### src/spisc_consts.vh
`ifndef SPISC_CONSTS_VH
`define SPISC_CONSTS_VH
`define SPISC_OFF_STAT 4'h0
`define SPISC_OFF_CON2 4'h4
`define SPISC_OFF_BUF 4'h8
`define SPISC_OFF_CTRL 4'hC
`define SPISC_BIT_EN 15
`define SPISC_BIT_SIDL 13
`define SPISC_BIT_ROV 6
`define SPISC_BIT_TBF 1
`define SPISC_BIT_RBF 0
`define SPISC_BIT_FRAMED_MODE_ENABLE 15
`define SPISC_BIT_FSD 14
`define SPISC_BIT_FPOL 13
`define SPISC_BIT_FDLY 1
`define SPISC_BIT_IDLE 0
`define SPISC_BIT_MASTER 1
`define SPISC_STAT_RST 16'h0000
`define SPISC_CON2_RST 16'h0000
`define SPISC_DIV_RST 8'h04
`endif

### src/spisc_sync.v
`timescale 1ns/1ps
module spisc_sync #(
  parameter W = 3
) (
  input wire clk,
  input wire sys_rst,
  input wire [W-1:0] async_in,
  output wire [W-1:0] sync_out
);
  reg [W-1:0] meta_q;
  reg [W-1:0] sync_q;
  always @(posedge clk) begin
    if (sys_rst) begin
      meta_q <= {W{1'b0}};
      sync_q <= {W{1'b0}};
    end else begin
      meta_q <= async_in;
      sync_q <= meta_q;
    end
  end
  assign sync_out = sync_q;
endmodule

### src/spisc_top.v
`timescale 1ns/1ps
`include "spisc_consts.vh"
// Contract
// - enable bit turns module and pins on
// - stop-in-idle halts port in idle mode
// - overflow discards new data, sets flag
// - buffer write sets transmit full flag
// - move to shifter clears transmit full
// - receive done sets receive full flag
// - buffer read clears receive full flag
// - framed mode uses select as sync
module spisc_top #(
  parameter DW = 8
) (
  input wire clk,
  input wire sys_rst,
  input wire [3:0] avs_address,
  input wire avs_read,
  input wire avs_write,
  input wire [31:0] avs_writedata,
  output reg [31:0] avs_readdata,
  output wire avs_waitrequest,
  input wire serial_clock_pin_i,
  output reg serial_clock_pin_o,
  output wire serial_clock_pin_oe,
  input wire serial_data_in_pin,
  output reg serial_data_out_pin_o,
  output wire serial_data_out_pin_oe,
  input wire select_frame_pin_i,
  output reg select_frame_pin_o,
  output wire select_frame_pin_oe
);
  localparam [3:0] S_IDLE = 4'b0001;
  localparam [3:0] S_LEAD = 4'b0010;
  localparam [3:0] S_SHIFT = 4'b0100;
  localparam [3:0] S_DONE = 4'b1000;
  localparam CW = $clog2(DW + 1);
  localparam [CW-1:0] DW_C = DW;

  reg port_enable_q, stop_in_idle_q;
  reg receive_overflow_flag_q, transmit_buffer_full_q, receive_buffer_full_q;
  reg framed_mode_enable_q, frame_pulse_direction_q;
  reg frame_pulse_polarity_q, frame_pulse_edge_select_q;
  reg idle_mode_q, master_q;
  reg [7:0] div_q;
  reg [DW-1:0] transmit_holding_register_q;
  reg [DW-1:0] receive_holding_register_q;
  reg [DW-1:0] shift_register_q;
  reg [3:0] state_q;
  reg [CW-1:0] bit_cnt_q;
  reg [7:0] div_cnt_q;
  reg ack_q;
  reg sck_prev_q, ss_prev_q;

  wire [2:0] pins_s;
  spisc_sync #(.W(3)) u_sync (
    .clk(clk),
    .sys_rst(sys_rst),
    .async_in({serial_clock_pin_i, serial_data_in_pin, select_frame_pin_i}),
    .sync_out(pins_s)
  );
  wire sck_s = pins_s[2];
  wire sdi_s = pins_s[1];
  wire ss_s = pins_s[0];

  // single wait state gives registered read data
  wire req = avs_read | avs_write;
  assign avs_waitrequest = req & ~ack_q;
  wire wr_go = avs_write & ack_q;
  wire rd_go = avs_read & ack_q;
  wire buf_wr = wr_go && (avs_address == `SPISC_OFF_BUF);
  wire buf_rd = rd_go && (avs_address == `SPISC_OFF_BUF);

  // idle stops the port only when asked to
  wire run = port_enable_q & ~(idle_mode_q & stop_in_idle_q);
  // frame pulse level follows the polarity bit
  wire ss_act = frame_pulse_polarity_q ? ss_s : ~ss_s;
  wire ss_prev_act = frame_pulse_polarity_q ? ss_prev_q : ~ss_prev_q;
  wire sck_rise_s = sck_s & ~sck_prev_q;
  wire sck_fall_s = ~sck_s & sck_prev_q;
  wire frame_slave = framed_mode_enable_q & frame_pulse_direction_q;

  // master generates its own bit clock, slave follows pin edges
  wire tick = (div_cnt_q == 8'h00);
  wire m_rise = tick & ~serial_clock_pin_o;
  wire m_fall = tick & serial_clock_pin_o;
  wire b_rise = master_q ? m_rise : sck_rise_s;
  wire b_fall = master_q ? m_fall : sck_fall_s;
  wire sel_on = framed_mode_enable_q ? 1'b0 : ~ss_s;
  wire frame_start = frame_slave & ss_act & ~ss_prev_act;
  wire load = (state_q == S_IDLE) & transmit_buffer_full_q & run &
    (master_q ? ~(framed_mode_enable_q & frame_pulse_direction_q)
      : (framed_mode_enable_q ? frame_start : sel_on));

  always @(posedge clk) begin
    if (sys_rst) begin
      ack_q <= 1'b0;
      avs_readdata <= 32'h00000000;
    end else begin
      ack_q <= req & ~ack_q;
      avs_readdata <= 32'h00000000;
      if (req & ~ack_q) begin
        // unmapped and unimplemented bits read zero
        if (avs_address == `SPISC_OFF_STAT) begin
          avs_readdata[`SPISC_BIT_EN] <= port_enable_q;
          avs_readdata[`SPISC_BIT_SIDL] <= stop_in_idle_q;
          avs_readdata[`SPISC_BIT_ROV] <= receive_overflow_flag_q;
          avs_readdata[`SPISC_BIT_TBF] <= transmit_buffer_full_q;
          avs_readdata[`SPISC_BIT_RBF] <= receive_buffer_full_q;
        end else if (avs_address == `SPISC_OFF_CON2) begin
          avs_readdata[`SPISC_BIT_FRAMED_MODE_ENABLE] <= framed_mode_enable_q;
          avs_readdata[`SPISC_BIT_FSD] <= frame_pulse_direction_q;
          avs_readdata[`SPISC_BIT_FPOL] <= frame_pulse_polarity_q;
          avs_readdata[`SPISC_BIT_FDLY] <= frame_pulse_edge_select_q;
        end else if (avs_address == `SPISC_OFF_BUF) begin
          avs_readdata[DW-1:0] <= receive_holding_register_q;
        end else if (avs_address == `SPISC_OFF_CTRL) begin
          avs_readdata[`SPISC_BIT_IDLE] <= idle_mode_q;
          avs_readdata[`SPISC_BIT_MASTER] <= master_q;
          avs_readdata[15:8] <= div_q;
        end
      end
    end
  end

  always @(posedge clk) begin
    if (sys_rst) begin
      port_enable_q <= 1'b0;
      stop_in_idle_q <= 1'b0;
      framed_mode_enable_q <= 1'b0;
      frame_pulse_direction_q <= 1'b0;
      frame_pulse_polarity_q <= 1'b0;
      frame_pulse_edge_select_q <= 1'b0;
      idle_mode_q <= 1'b0;
      master_q <= 1'b0;
      div_q <= `SPISC_DIV_RST;
      transmit_holding_register_q <= {DW{1'b0}};
    end else if (wr_go) begin
      if (avs_address == `SPISC_OFF_STAT) begin
        port_enable_q <= avs_writedata[`SPISC_BIT_EN];
        stop_in_idle_q <= avs_writedata[`SPISC_BIT_SIDL];
      end else if (avs_address == `SPISC_OFF_CON2) begin
        framed_mode_enable_q <= avs_writedata[`SPISC_BIT_FRAMED_MODE_ENABLE];
        frame_pulse_direction_q <= avs_writedata[`SPISC_BIT_FSD];
        frame_pulse_polarity_q <= avs_writedata[`SPISC_BIT_FPOL];
        frame_pulse_edge_select_q <= avs_writedata[`SPISC_BIT_FDLY];
      end else if (avs_address == `SPISC_OFF_BUF) begin
        transmit_holding_register_q <= avs_writedata[DW-1:0];
      end else if (avs_address == `SPISC_OFF_CTRL) begin
        idle_mode_q <= avs_writedata[`SPISC_BIT_IDLE];
        master_q <= avs_writedata[`SPISC_BIT_MASTER];
        div_q <= avs_writedata[15:8];
      end
    end
  end

  // status flags; hardware set wins over same-cycle clear
  always @(posedge clk) begin
    if (sys_rst) begin
      receive_overflow_flag_q <= 1'b0;
      transmit_buffer_full_q <= 1'b0;
      receive_buffer_full_q <= 1'b0;
      receive_holding_register_q <= {DW{1'b0}};
    end else begin
      if (buf_wr)
        transmit_buffer_full_q <= 1'b1;
      else if (load)
        transmit_buffer_full_q <= 1'b0;
      if (state_q == S_DONE) begin
        if (receive_buffer_full_q & ~buf_rd) begin
          receive_overflow_flag_q <= 1'b1;
        end else begin
          receive_holding_register_q <= shift_register_q;
          receive_buffer_full_q <= 1'b1;
        end
      end else if (buf_rd) begin
        receive_buffer_full_q <= 1'b0;
      end
      if (wr_go && avs_address == `SPISC_OFF_STAT &&
          !avs_writedata[`SPISC_BIT_ROV] && state_q != S_DONE)
        receive_overflow_flag_q <= 1'b0;
    end
  end

  // shift engine: mode 0, msb first
  always @(posedge clk) begin
    if (sys_rst) begin
      state_q <= S_IDLE;
      bit_cnt_q <= {CW{1'b0}};
      shift_register_q <= {DW{1'b0}};
      div_cnt_q <= 8'h00;
      serial_clock_pin_o <= 1'b0;
      serial_data_out_pin_o <= 1'b0;
      select_frame_pin_o <= 1'b0;
      sck_prev_q <= 1'b0;
      ss_prev_q <= 1'b0;
    end else begin
      sck_prev_q <= sck_s;
      ss_prev_q <= ss_s;
      div_cnt_q <= (tick | state_q == S_IDLE) ? div_q : div_cnt_q - 8'h01;
      // idle level of the master pulse is the inactive level
      if (state_q == S_IDLE)
        select_frame_pin_o <= ~frame_pulse_polarity_q;
      if (~run) begin
        state_q <= S_IDLE;
        serial_clock_pin_o <= 1'b0;
      end else begin
        case (state_q)
          S_IDLE: begin
            if (load) begin
              shift_register_q <= transmit_holding_register_q;
              serial_data_out_pin_o <= transmit_holding_register_q[DW-1];
              bit_cnt_q <= DW_C;
              // master drives the pulse; edge select sets its place
              if (master_q & framed_mode_enable_q) begin
                select_frame_pin_o <= frame_pulse_polarity_q;
                state_q <= frame_pulse_edge_select_q ? S_SHIFT : S_LEAD;
              end else begin
                state_q <= S_SHIFT;
              end
            end
          end
          S_LEAD: begin
            if (tick) begin
              select_frame_pin_o <= ~frame_pulse_polarity_q;
              state_q <= S_SHIFT;
            end
          end
          S_SHIFT: begin
            if (master_q & tick)
              serial_clock_pin_o <= ~serial_clock_pin_o;
            if (b_rise) begin
              shift_register_q <= {shift_register_q[DW-2:0], sdi_s};
              bit_cnt_q <= bit_cnt_q - {{(CW-1){1'b0}}, 1'b1};
              if (master_q & framed_mode_enable_q)
                select_frame_pin_o <= ~frame_pulse_polarity_q;
            end
            if (b_fall) begin
              serial_data_out_pin_o <= shift_register_q[DW-1];
              if (bit_cnt_q == {CW{1'b0}})
                state_q <= S_DONE;
            end
          end
          default: begin
            state_q <= S_IDLE;
          end
        endcase
      end
    end
  end

  // pins belong to the port only while enabled
  assign serial_clock_pin_oe = run & master_q;
  assign serial_data_out_pin_oe = run & (master_q | sel_on | framed_mode_enable_q);
  assign select_frame_pin_oe = run & framed_mode_enable_q &
    ~frame_pulse_direction_q;
endmodule

### config.mk
export PLATFORM = sky130hd
export DESIGN_NAME = spisc_top
export DESIGN_NICKNAME = d
export VERILOG_FILES = /design/src/spisc_sync.v /design/src/spisc_top.v
export VERILOG_INCLUDE_DIRS = /design/src
export SDC_FILE = /design/constraint.sdc
export NUM_CORES = 1
export LEC_CHECK = 0
export ABC_AREA = 1
export BUFFER_PORTS_ARGS = -buffer_cell sky130_fd_sc_hd__clkbuf_2
export CORE_ASPECT_RATIO = 0.6
export CORE_MARGIN = 2
export CORE_UTILIZATION = 55
export CTS_CLUSTER_SIZE = 10
export DETAILED_ROUTE_END_ITERATION = 16
export GPL_TIMING_DRIVEN = 0
export PLACE_DENSITY_LB_ADDON = 0.08
export SYNTH_ARGS = -nofsm -noshare
export SYNTH_HDL_FRONTEND = slang
export SYNTH_HIERARCHICAL = 1
export SYNTH_SLANG_ARGS = --single-unit
### constraint.sdc
create_clock -name clk -period 2.94 [get_ports clk]
set_clock_uncertainty 0.2 [all_clocks]
set_input_delay 0.147 -clock clk [delete_from_list [all_inputs] [get_ports clk]]
set_output_delay 0.147 -clock clk [all_outputs]
set_load 0.02 [all_outputs]
### Word-level counts from Yosys, hierarchy flattened

Cells that the tools add are included.
W data, S select, Z words.

| word-level totals | value |
|---|---|
| register bits after elaboration | 103 |
| input port bits | 43 |
| word-level logic and storage cells | 171 |

| operators by class | value |
|---|---|
| $add $sub $neg | 2 |
| equal/unequal tests | 14 |
| mux-type cells | 50 |
| bitwise operators | 45 |
| reductions and logical operators | 29 |

Operators with widths:

| cell | number |
|---|---|
| $mux W8 | 5 |
| $mux W1 | 26 |
| $mux W4 | 6 |
| $and A1 B1 Y1 | 22 |
| $not A1 Y1 | 19 |
| $pmux W8 S2 | 1 |
| $reduce_and A4 Y1 | 4 |
| $eq A4 B4 Y1 const B | 3 |
| $ne A2 B2 Y1 const B | 6 |
| $pmux W4 S3 | 1 |
| $mux W11 | 1 |
| $reduce_and A2 Y1 | 5 |
| $mux W3 | 3 |
| $eq A4 B3 Y1 const B | 2 |
| $logic_not A4 Y1 | 2 |
| $logic_not A8 Y1 | 1 |
| $pmux W4 S2 | 1 |
| $sub A8 B1 Y8 const B | 1 |
| $mux W2 | 3 |
| $mux W6 | 1 |
| $reduce_bool A2 Y1 | 3 |
| $reduce_or A2 Y1 | 3 |
| $reduce_or A6 Y1 | 1 |
| $logic_and A1 B1 Y1 | 5 |
| 12 further kinds | 15 |

### Depth between registers and ports, before layout

Gate-level depths: netlist of the first run.

| depth | value |
|---|---|
| depth after elaboration | 10 |
| mapped depth | 12 |
| depth with buffers taken out | 11 |

### Hierarchy

Netlist of the first run, hierarchy kept.

By module, submodules not included:

| module | times used | cells each | area an instance (um2) | seq. area each (um2) |
|---|---|---|---|---|
| spisc_top | 1 | 504 | 3622.2 | 1621.6 |
| spisc_sync | 1 | 18 | 165.2 | 120.1 |

### Least setup slack after synthesis of the first run

OpenSTA, ideal clock, no wires.

| timing | value |
|---|---|
| path type | flip-flop to flip-flop |
| start point | reg div_cnt_q[0] |
| end point | reg shift_register_q[1] |
| arrival time | 1.464 ns |
| data required time | 2.627 ns |
| path slack | 1.164 ns |
| cell stages (with the launch flop) | 11 |
| cell sequence | dfxtp_1 inv_1 ha_1 nand3_1 nor2_2 nand3_1 nand3_1 nand3_2 buf_4 nor2_1 nor2_1 |

| on the way | value |
|---|---|
| cells in the longest elaborated chain, start to end | 5 |

Ends and longest elaborated chain:

| element | line | RTL |
|---|---|---|
| start, declared | spisc_top.v:51 | `reg [7:0] div_cnt_q;` |
| start signal, assigned | spisc_top.v:200 | `div_cnt_q <= (tick \| state_q == S_IDLE) ? div_q : div_cnt_q - 8'h01;` |
| $logic_not A8 Y1 | spisc_top.v:84 | `wire tick = (div_cnt_q == 8'h00);` |
| $and A1 B1 Y1 | spisc_top.v:85 | `wire m_rise = tick & ~serial_clock_pin_o;` |
| $mux W1 | spisc_top.v:87 | `wire b_rise = master_q ? m_rise : sck_rise_s;` |
| $ne A2 B2 Y1 (no line) | - |  |
| $reduce_and A4 Y1 (no line) | - |  |
| end signal, assigned | spisc_top.v:190 | `shift_register_q <= {DW{1'b0}};` |
| end signal, assigned | spisc_top.v:211 | `shift_register_q <= transmit_holding_register_q;` |
| end signal, assigned | spisc_top.v:233 | `shift_register_q <= {shift_register_q[DW-2:0], sdi_s};` |
| end, declared | spisc_top.v:48 | `reg [DW-1:0] shift_register_q;` |

No other way between the ends.
A chain may end at the register's enable or synchronous reset.

### Worst setup path after layout of the first run

| timing | value |
|---|---|
| start point | reg div_cnt_q[0] |
| end point | reg shift_register_q[6] |

Same word-level chain as after synthesis.

==> impl_metrics.yaml, run 1 <==
clocking:
  clock_sinks: 87
  clkLatencyLatePin_ps: 340
  cts_tree: "yes"
  cts-htree-levels: 3
  post_cts_resized: 0
  cts_buffers: 9
  cts_root_buf: "clkbuf_16"
  cts_buffer_depth: 2
  clk_pin_slew_ps: 70
job:
  drv_cap: 0
critical_path:
  arrival_ps: 2150
  critPathMostFrequentCell: "nand3_1"
  worstSetupEndpointType: "flip-flop"
  required_ps: 2970
  max_stage_delay_ps: 310
  path_cells: "inv_1 > ha_1 > nand3_1 > nor2_2 > nand3_1 > nand3_1 > nand3_2 > buf_4 > nor2_1 > nor2_1"
  critical_path_buf_inv_count: 2
  start_kind: "flip-flop"
  worstSetupPathType: "reg2reg"
  crit_path_max_fanout: 10
  slowest_stage: "dfxtp_1"
  cp_top_family: "simple AND/OR/NAND/NOR gates"
synth:
  syn_inst: 522
  syn_avg_cell_area_sq_um: 7.26
  yosysMostFrequentCell: "dfxtp_1"
  synth_top_cell_area_share_pct: 46.0
  ys_ff_latch: 87
  synthesis.area_sq_um: 3790
  yosysUniqueCellTypes: 32
  synthArstFlopShare_pct: 0
  synth_area_leader_cell: "dfxtp_1"
  synth_ff_type: "dfxtp_1"
  yosysWarningCount: 6
  yosys-top-cells-area: "dfxtp_1 (46%), nand2_1 (8.1%), nor2_1 (7.7%)"
  yosys-top-cells-count: "dfxtp_1 (87), nand2_1 (82), nor2_1 (78)"
  synth_edf_count: 0
  yosysSeqAreaShare_pct: 46.0
detailed_routing:
  ant_nets: 0
  via_per_inst: 5.13
  drc: 0
  drtIter0Drc: 334
  wl_per_cell_um: 13.2
  via_count: 3653
  finalWirelength_um: 9400
  firstDrtPassIters: 5
place:
  port-buffer-count: 49
  dpl.hpwl_um: 6820
  place_congestion: 0.919
  place_ws_ps: 893
finish:
  area_growth_pct: 25.3
  final_core_util_pct: 71.1
  num-nets-final: 667
  diodes: 0
  drive_gt1_share_pct: 15.5
timing:
  maxSlewHeadroom_pct: 60.9
  whs_ps: 29.7
  layout_setup_ws_ps: 822
  report.final.slew_viol_count: 0
  hold_viol: 0
  worst_slew_pin_slew_ps: 586
  rsz0062_at_grt: "no"
  finalCriticalPeriod_ps: 2120
  tns_ps: 0
  timing.fmax_mhz: 472
  min_period_over_period_pct: 72.1
  setup_viol: 0
global_routing:
  grt_pass1_vias: 3173
  grt_max_degree: 16
  grt_pass1_wl_um: 15300
  antenna_found_initial: 0
  gr-total-overflow: 0
  track_usage_pct: 25.9
pwr:
  ir_drop_mv: 0.398
  power.total_uw: 2540
  p_leak_uw: 0.00210
  power.density_nw_per_um2: 535
die:
  dieArea_sq_um: 7590
  initial_core_util_pct: 56.7
  die_w_um: 111
  die_h_um: 68.3
  core_sq_um: 6680
  io-pin-count: 82
  rows: 23
run_status:
  status: "complete, no violations"
hold_path:
  hold_class: "in2reg"
-- stage by stage --
stage / area (sq um) / cells
floorplan: 3840 / 537
global placement: 4200 / 673
detailed placement: 4200 / 673
CTS: 4740 / 712
global route: 4740 / 712
finish: 4740 / 712
-- flip-flops by register name (all words and copies together) (netlist names), 3 cells and up --
name and flops:
avs_readdata 16, bit_cnt_q 4, div_cnt_q 8, div_q 8
receive_holding_register_q 8, shift_register_q 8, state_q 4, transmit_holding_register_q 8
u_sync/meta_q 3, u_sync/sync_out 3
-- worst paths after layout --
check / startpoint / cells past startpoint / slack (ps) / end
hold reg to reg: u_sync/meta_q[2] / 2 / 210 / u_sync/sync_out[2]
setup reg to reg: div_cnt_q[0] / 10 / 820 / shift_register_q[6]
setup / recovery: div_cnt_q[0] / 10 / 820 / shift_register_q[6]
hold / removal: avs_read / 4 / 30 / receive_buffer_full_q
-- tightest hold or removal path, stage by stage --
cell	delay, ps
clkbuf_2	100
inv_1	60
o31ai_2	100
a21oi_1	120
-- logic make-up after synthesis --
group | synth area share (%)
and+or+nand+nor | 23.7
buffers and inverters | 12.5
AOI/OAI and AO/OA | 15.0
DFF | 46.0
xor gates and xnor gates | 1.39
adders and majority gates | 1.32
other | 0.0990
-- power by group --
group	switching [uW]	internal [uW]	total, uW	leakage [uW]
clock network	471	712	1180	0.000153
logic	91.5	67.3	159	0.00124
registers	6.17	1190	1190	0.000703
-- per-layer routing --
layer	track usage [%]	wire length, um
met2	39.2	3800
met4	7.72	103
met5	0	0
met1	36.2	4510
met3	7.88	990
-- cell usage in the layout (no fill, tap or decap), types with 3 or more instances in the layout --
| cell type | n |
|---|---|
| nor3_1 | 5 |
| nand2_1 | 82 |
| a31oi_1 | 5 |
| dfxtp_1 | 87 |
| dlygate4sd3_1 | 23 |
| conb_1 | 16 |
| nand3_1 | 33 |
| nor2_1 | 78 |
| clkbuf_1 | 10 |
| nand4_1 | 8 |
| inv_1 | 72 |
| a21oi_1 | 47 |
| buf_2 | 3 |
| ha_1 | 4 |
| clkbuf_16 | 9 |
| xnor2_1 | 4 |
| o21ai_0 | 44 |
| clkbuf_2 | 49 |
| buf_4 | 17 |
-- what timing repair did --
action	4_1_cts	5_1_grt
endpoints found under the hold margin	29	0
setup buffers	0	0
hold buffers	23	0
-- cell type report --
type | instances | area (sq um)
timing repair buffer | 72 | 475
multi-input combinational | 344 | 1630
fill | 567 | 1930
sequential | 87 | 1740
clock inverter | 5 | 63.8
inverter | 75 | 282
clock buffer | 11 | 253
tap | 87 | 109
buffer | 31 | 191
Power figures use the tool's default switching activity.
==> run 2: changes to the inputs <==
--- a/config.mk
+++ b/config.mk
@@ -6,11 +6,11 @@
 export SDC_FILE = /design/constraint.sdc
 export NUM_CORES = 1
 export LEC_CHECK = 0
-export ABC_AREA = 1
+export ABC_AREA = 0
 export BUFFER_PORTS_ARGS = -buffer_cell sky130_fd_sc_hd__clkbuf_2
 export CORE_ASPECT_RATIO = 0.6
 export CORE_MARGIN = 2
-export CORE_UTILIZATION = 55
+export CORE_UTILIZATION = 54
 export CTS_CLUSTER_SIZE = 10
 export DETAILED_ROUTE_END_ITERATION = 16
 export GPL_TIMING_DRIVEN = 0
==> constraint.sdc (replaced) <==
create_clock -name clk -period 2 [get_ports clk]
set_clock_uncertainty 0.2 [all_clocks]
set_input_delay 0.1 -clock clk [delete_from_list [all_inputs] [get_ports clk]]
set_output_delay 0.1 -clock clk [all_outputs]
set_load 0.02 [all_outputs]
==> impl_metrics.yaml, run 2 <==
timing:
  maxSlewHeadroom_pct: 48.8
  setup_viol: 26
  hold_viol: 0
  finalCriticalPeriod_ps: 2420
  layout_setup_ws_ps: -419
  timing.fmax_mhz: 413
  report.final.slew_viol_count: 0
  worst_slew_pin_slew_ps: 769
  rsz0062_at_grt: "yes"
  min_period_over_period_pct: 121
  tns_ps: -6890
synth:
  yosysSeqAreaShare_pct: 46.1
  synth_edf_count: 0
  synthesis.area_sq_um: 3780
  yosys-top-cells-count: "dfxtp_1 (87), nor2_1 (39), nand2_1 (37)"
  yosysWarningCount: 6
  synth_top_cell_area_share_pct: 46.1
  yosysUniqueCellTypes: 59
  syn_inst: 416
  synth_ff_type: "dfxtp_1"
  ys_ff_latch: 87
  yosys-top-cells-area: "dfxtp_1 (46%), mux2i_1 (5.6%), a21oi_1 (4.1%)"
  synthArstFlopShare_pct: 0
  synth_area_leader_cell: "dfxtp_1"
  syn_avg_cell_area_sq_um: 9.08
  yosysMostFrequentCell: "dfxtp_1"
clocking:
  cts_root_buf: "clkbuf_16"
  cts_buffers: 9
  cts-htree-levels: 3
  clk_pin_slew_ps: 70
  cts_tree: "yes"
  clock_sinks: 87
  cts_buffer_depth: 2
  clkLatencyLatePin_ps: 350
critical_path:
  crit_end: "state_q[2]"
  start_kind: "flip-flop"
  cp_num_cells: 7
  arrival_ps: 2470
  worstSetupEndpointType: "flip-flop"
  regToRegSetupSlack_ps: -420
  crit_start: "div_cnt_q[0]"
  worstReg2RegEnd: "state_q[2]"
  crit_path_max_fanout: 2
  path_cells: "inv_2 > ha_4 > or4bb_4 > or3_4 > o21ba_4 > or4_1 > o211a_1"
  max_stage_delay_ps: 460
  cp_top_family: "simple AND/OR/NAND/NOR gates"
  r2r-start: "div_cnt_q[0]"
  critical_path_buf_inv_count: 1
  required_ps: 2050
  worstSetupPathType: "reg2reg"
  r2r_cells: 7
  slowest_stage: "or4bb_4"
detailed_routing:
  finalWirelength_um: 11000
  via_count: 3584
  firstDrtPassIters: 5
  ant_nets: 0
  drc: 0
  wl_per_cell_um: 17.4
  via_per_inst: 5.71
  drtIter0Drc: 305
finish:
  area_growth_pct: 40.0
  mostFrequentLayoutCells: "dfxtp_1 (79), clkbuf_2 (49), nand2_1 (36), buf_4 (33), a21oi_1 (31)"
  layout_commonest_cell: "dfxtp_1"
  drive_gt1_share_pct: 32.6
  largest_reg_flops: 16
  top_register: "avs_readdata"
  design_area_sq_um: 5290
  num-nets-final: 582
hold_path:
  hold_class: "in2reg"
  hold_path_depth: 4
global_routing:
  antenna_found_initial: 1
  grt_pass1_wl_um: 16400
  grt_pass1_vias: 3227
  gr-total-overflow: 0
  grt_max_degree: 17
  track_usage_pct: 28.0
die:
  die_h_um: 68.8
  die_w_um: 112
  dieArea_sq_um: 7700
  initial_core_util_pct: 56.1
  io-pin-count: 82
  rows: 23
  core_sq_um: 6730
pwr:
  power.density_nw_per_um2: 729
  p_leak_uw: 0.00204
  power.total_uw: 3860
  ir_drop_mv: 0.706
run_status:
  status: "finished, violations left"
  failed_checks: "negative setup slack"
job:
  drv_cap: 0
place:
  place_area_sq_um: 4200
  place_congestion: 0.935
  port-buffer-count: 48
  dpl.hpwl_um: 6660
==> run 2: cell count changes after synthesis, moves of 7 or more <==
cell / before / now
a211oi_1: 0 / 16
o21ai_0: 44 / 7
and3_1: 0 / 7
a21oi_1: 47 / 31
mux2i_1: 0 / 21
nand3_1: 33 / 11
nand2_1: 82 / 37
nor2b_1: 0 / 9
inv_1: 72 / 9
nor3_1: 5 / 16
nor2_1: 78 / 39
nand4_1: 8 / 0
==> run 2: layout make-up <==
type                       instances  area (sq um)
antenna                            1          2.50
buffer                            35           226
clock buffer                       9           225
clock inverter                     7           101
fill                             456          1450
inverter                           9          33.8
multi-input combinational        298          2150
sequential                        87          1760
tap                               87           109
timing repair buffer              95           677
==> run 2: metal layers <==
| metal | vias to the layer above | global-route usage, % | share of wire, % |
|---|---|---|---|
| li1 | 1684 | - | - |
| met1 | 1690 | 38.3 | 47 |
| met2 | 187 | 43.1 | 43 |
| met3 | 23 | 9.09 | 8.8 |
| met4 | 0 | 7.93 | 1.6 |
| met5 | - | 0 | 0 |
==> run 2: cell families (layout without fill, tap and decap cells) <==
logic type      count (synthesis)  after routing  share of synthesized area (%)
simple gates                  166            167                           23.8
flops                          87             87                           46.1
compound gates                 80             80                           14.0
buf+inv                        47            155                           6.79
mux                            22             22                           5.86
xor+xnor                        9              9                           2.09
fa+ha+maj                       4              4                           1.33
other cells                     1             17                         0.0993
==> run 2: worst reg2reg max path: cells and delay by family, from the launching register on <==
kind,cells,cell delay (ps)
AOI/OAI and AO/OA,2,340
DFF,1,340
adders and majority gates,1,130
buffers and inverters,1,80
and+or+nand+nor,3,1220
==> run 2: what timing repair did <==
item / in CTS / in global routing
gates cloned: 1 / 2
setup buffers: 12 / 8
gates resized for setup: 55 / 40
hold endpoints to repair: 33 / 0
setup endpoints to repair: 35 / 44
hold buffers: 25 / 0
pin swaps: 2 / 10
==> run 2: worst min-delay path by stage <==
stage,startpoint,endpoint,slack [ps]
after CTS,avs_read,receive_buffer_full_q,40
final,avs_read,receive_buffer_full_q,40
after detailed placement,select_frame_pin_i,u_sync/meta_q[0],120
after floorplan,sys_rst,u_sync/meta_q[0],-30
after global routing,avs_read,receive_buffer_full_q,100
after global placement,select_frame_pin_i,u_sync/meta_q[0],120
==> run 2: power breakdown <==
group / internal (uW) / switching, uW
combinational: 114 / 143
sequential: 1740 / 11.4
clock: 1110 / 736
total: 2970 / 890
==> run 2: stage by stage <==
step           worst slack, ps  std cells  util, %  hold slack, ps
6_report                  -419        628     78.5            41.7
5_1_grt                   -469        627     78.5            98.3
4_1_cts                   -382        620     75.1            41.1
3_5_place_dp              -453        566     62.3             118
3_3_place_gp              -477        566     62.3             116
2_1_floorplan             -262        431        -           -28.4
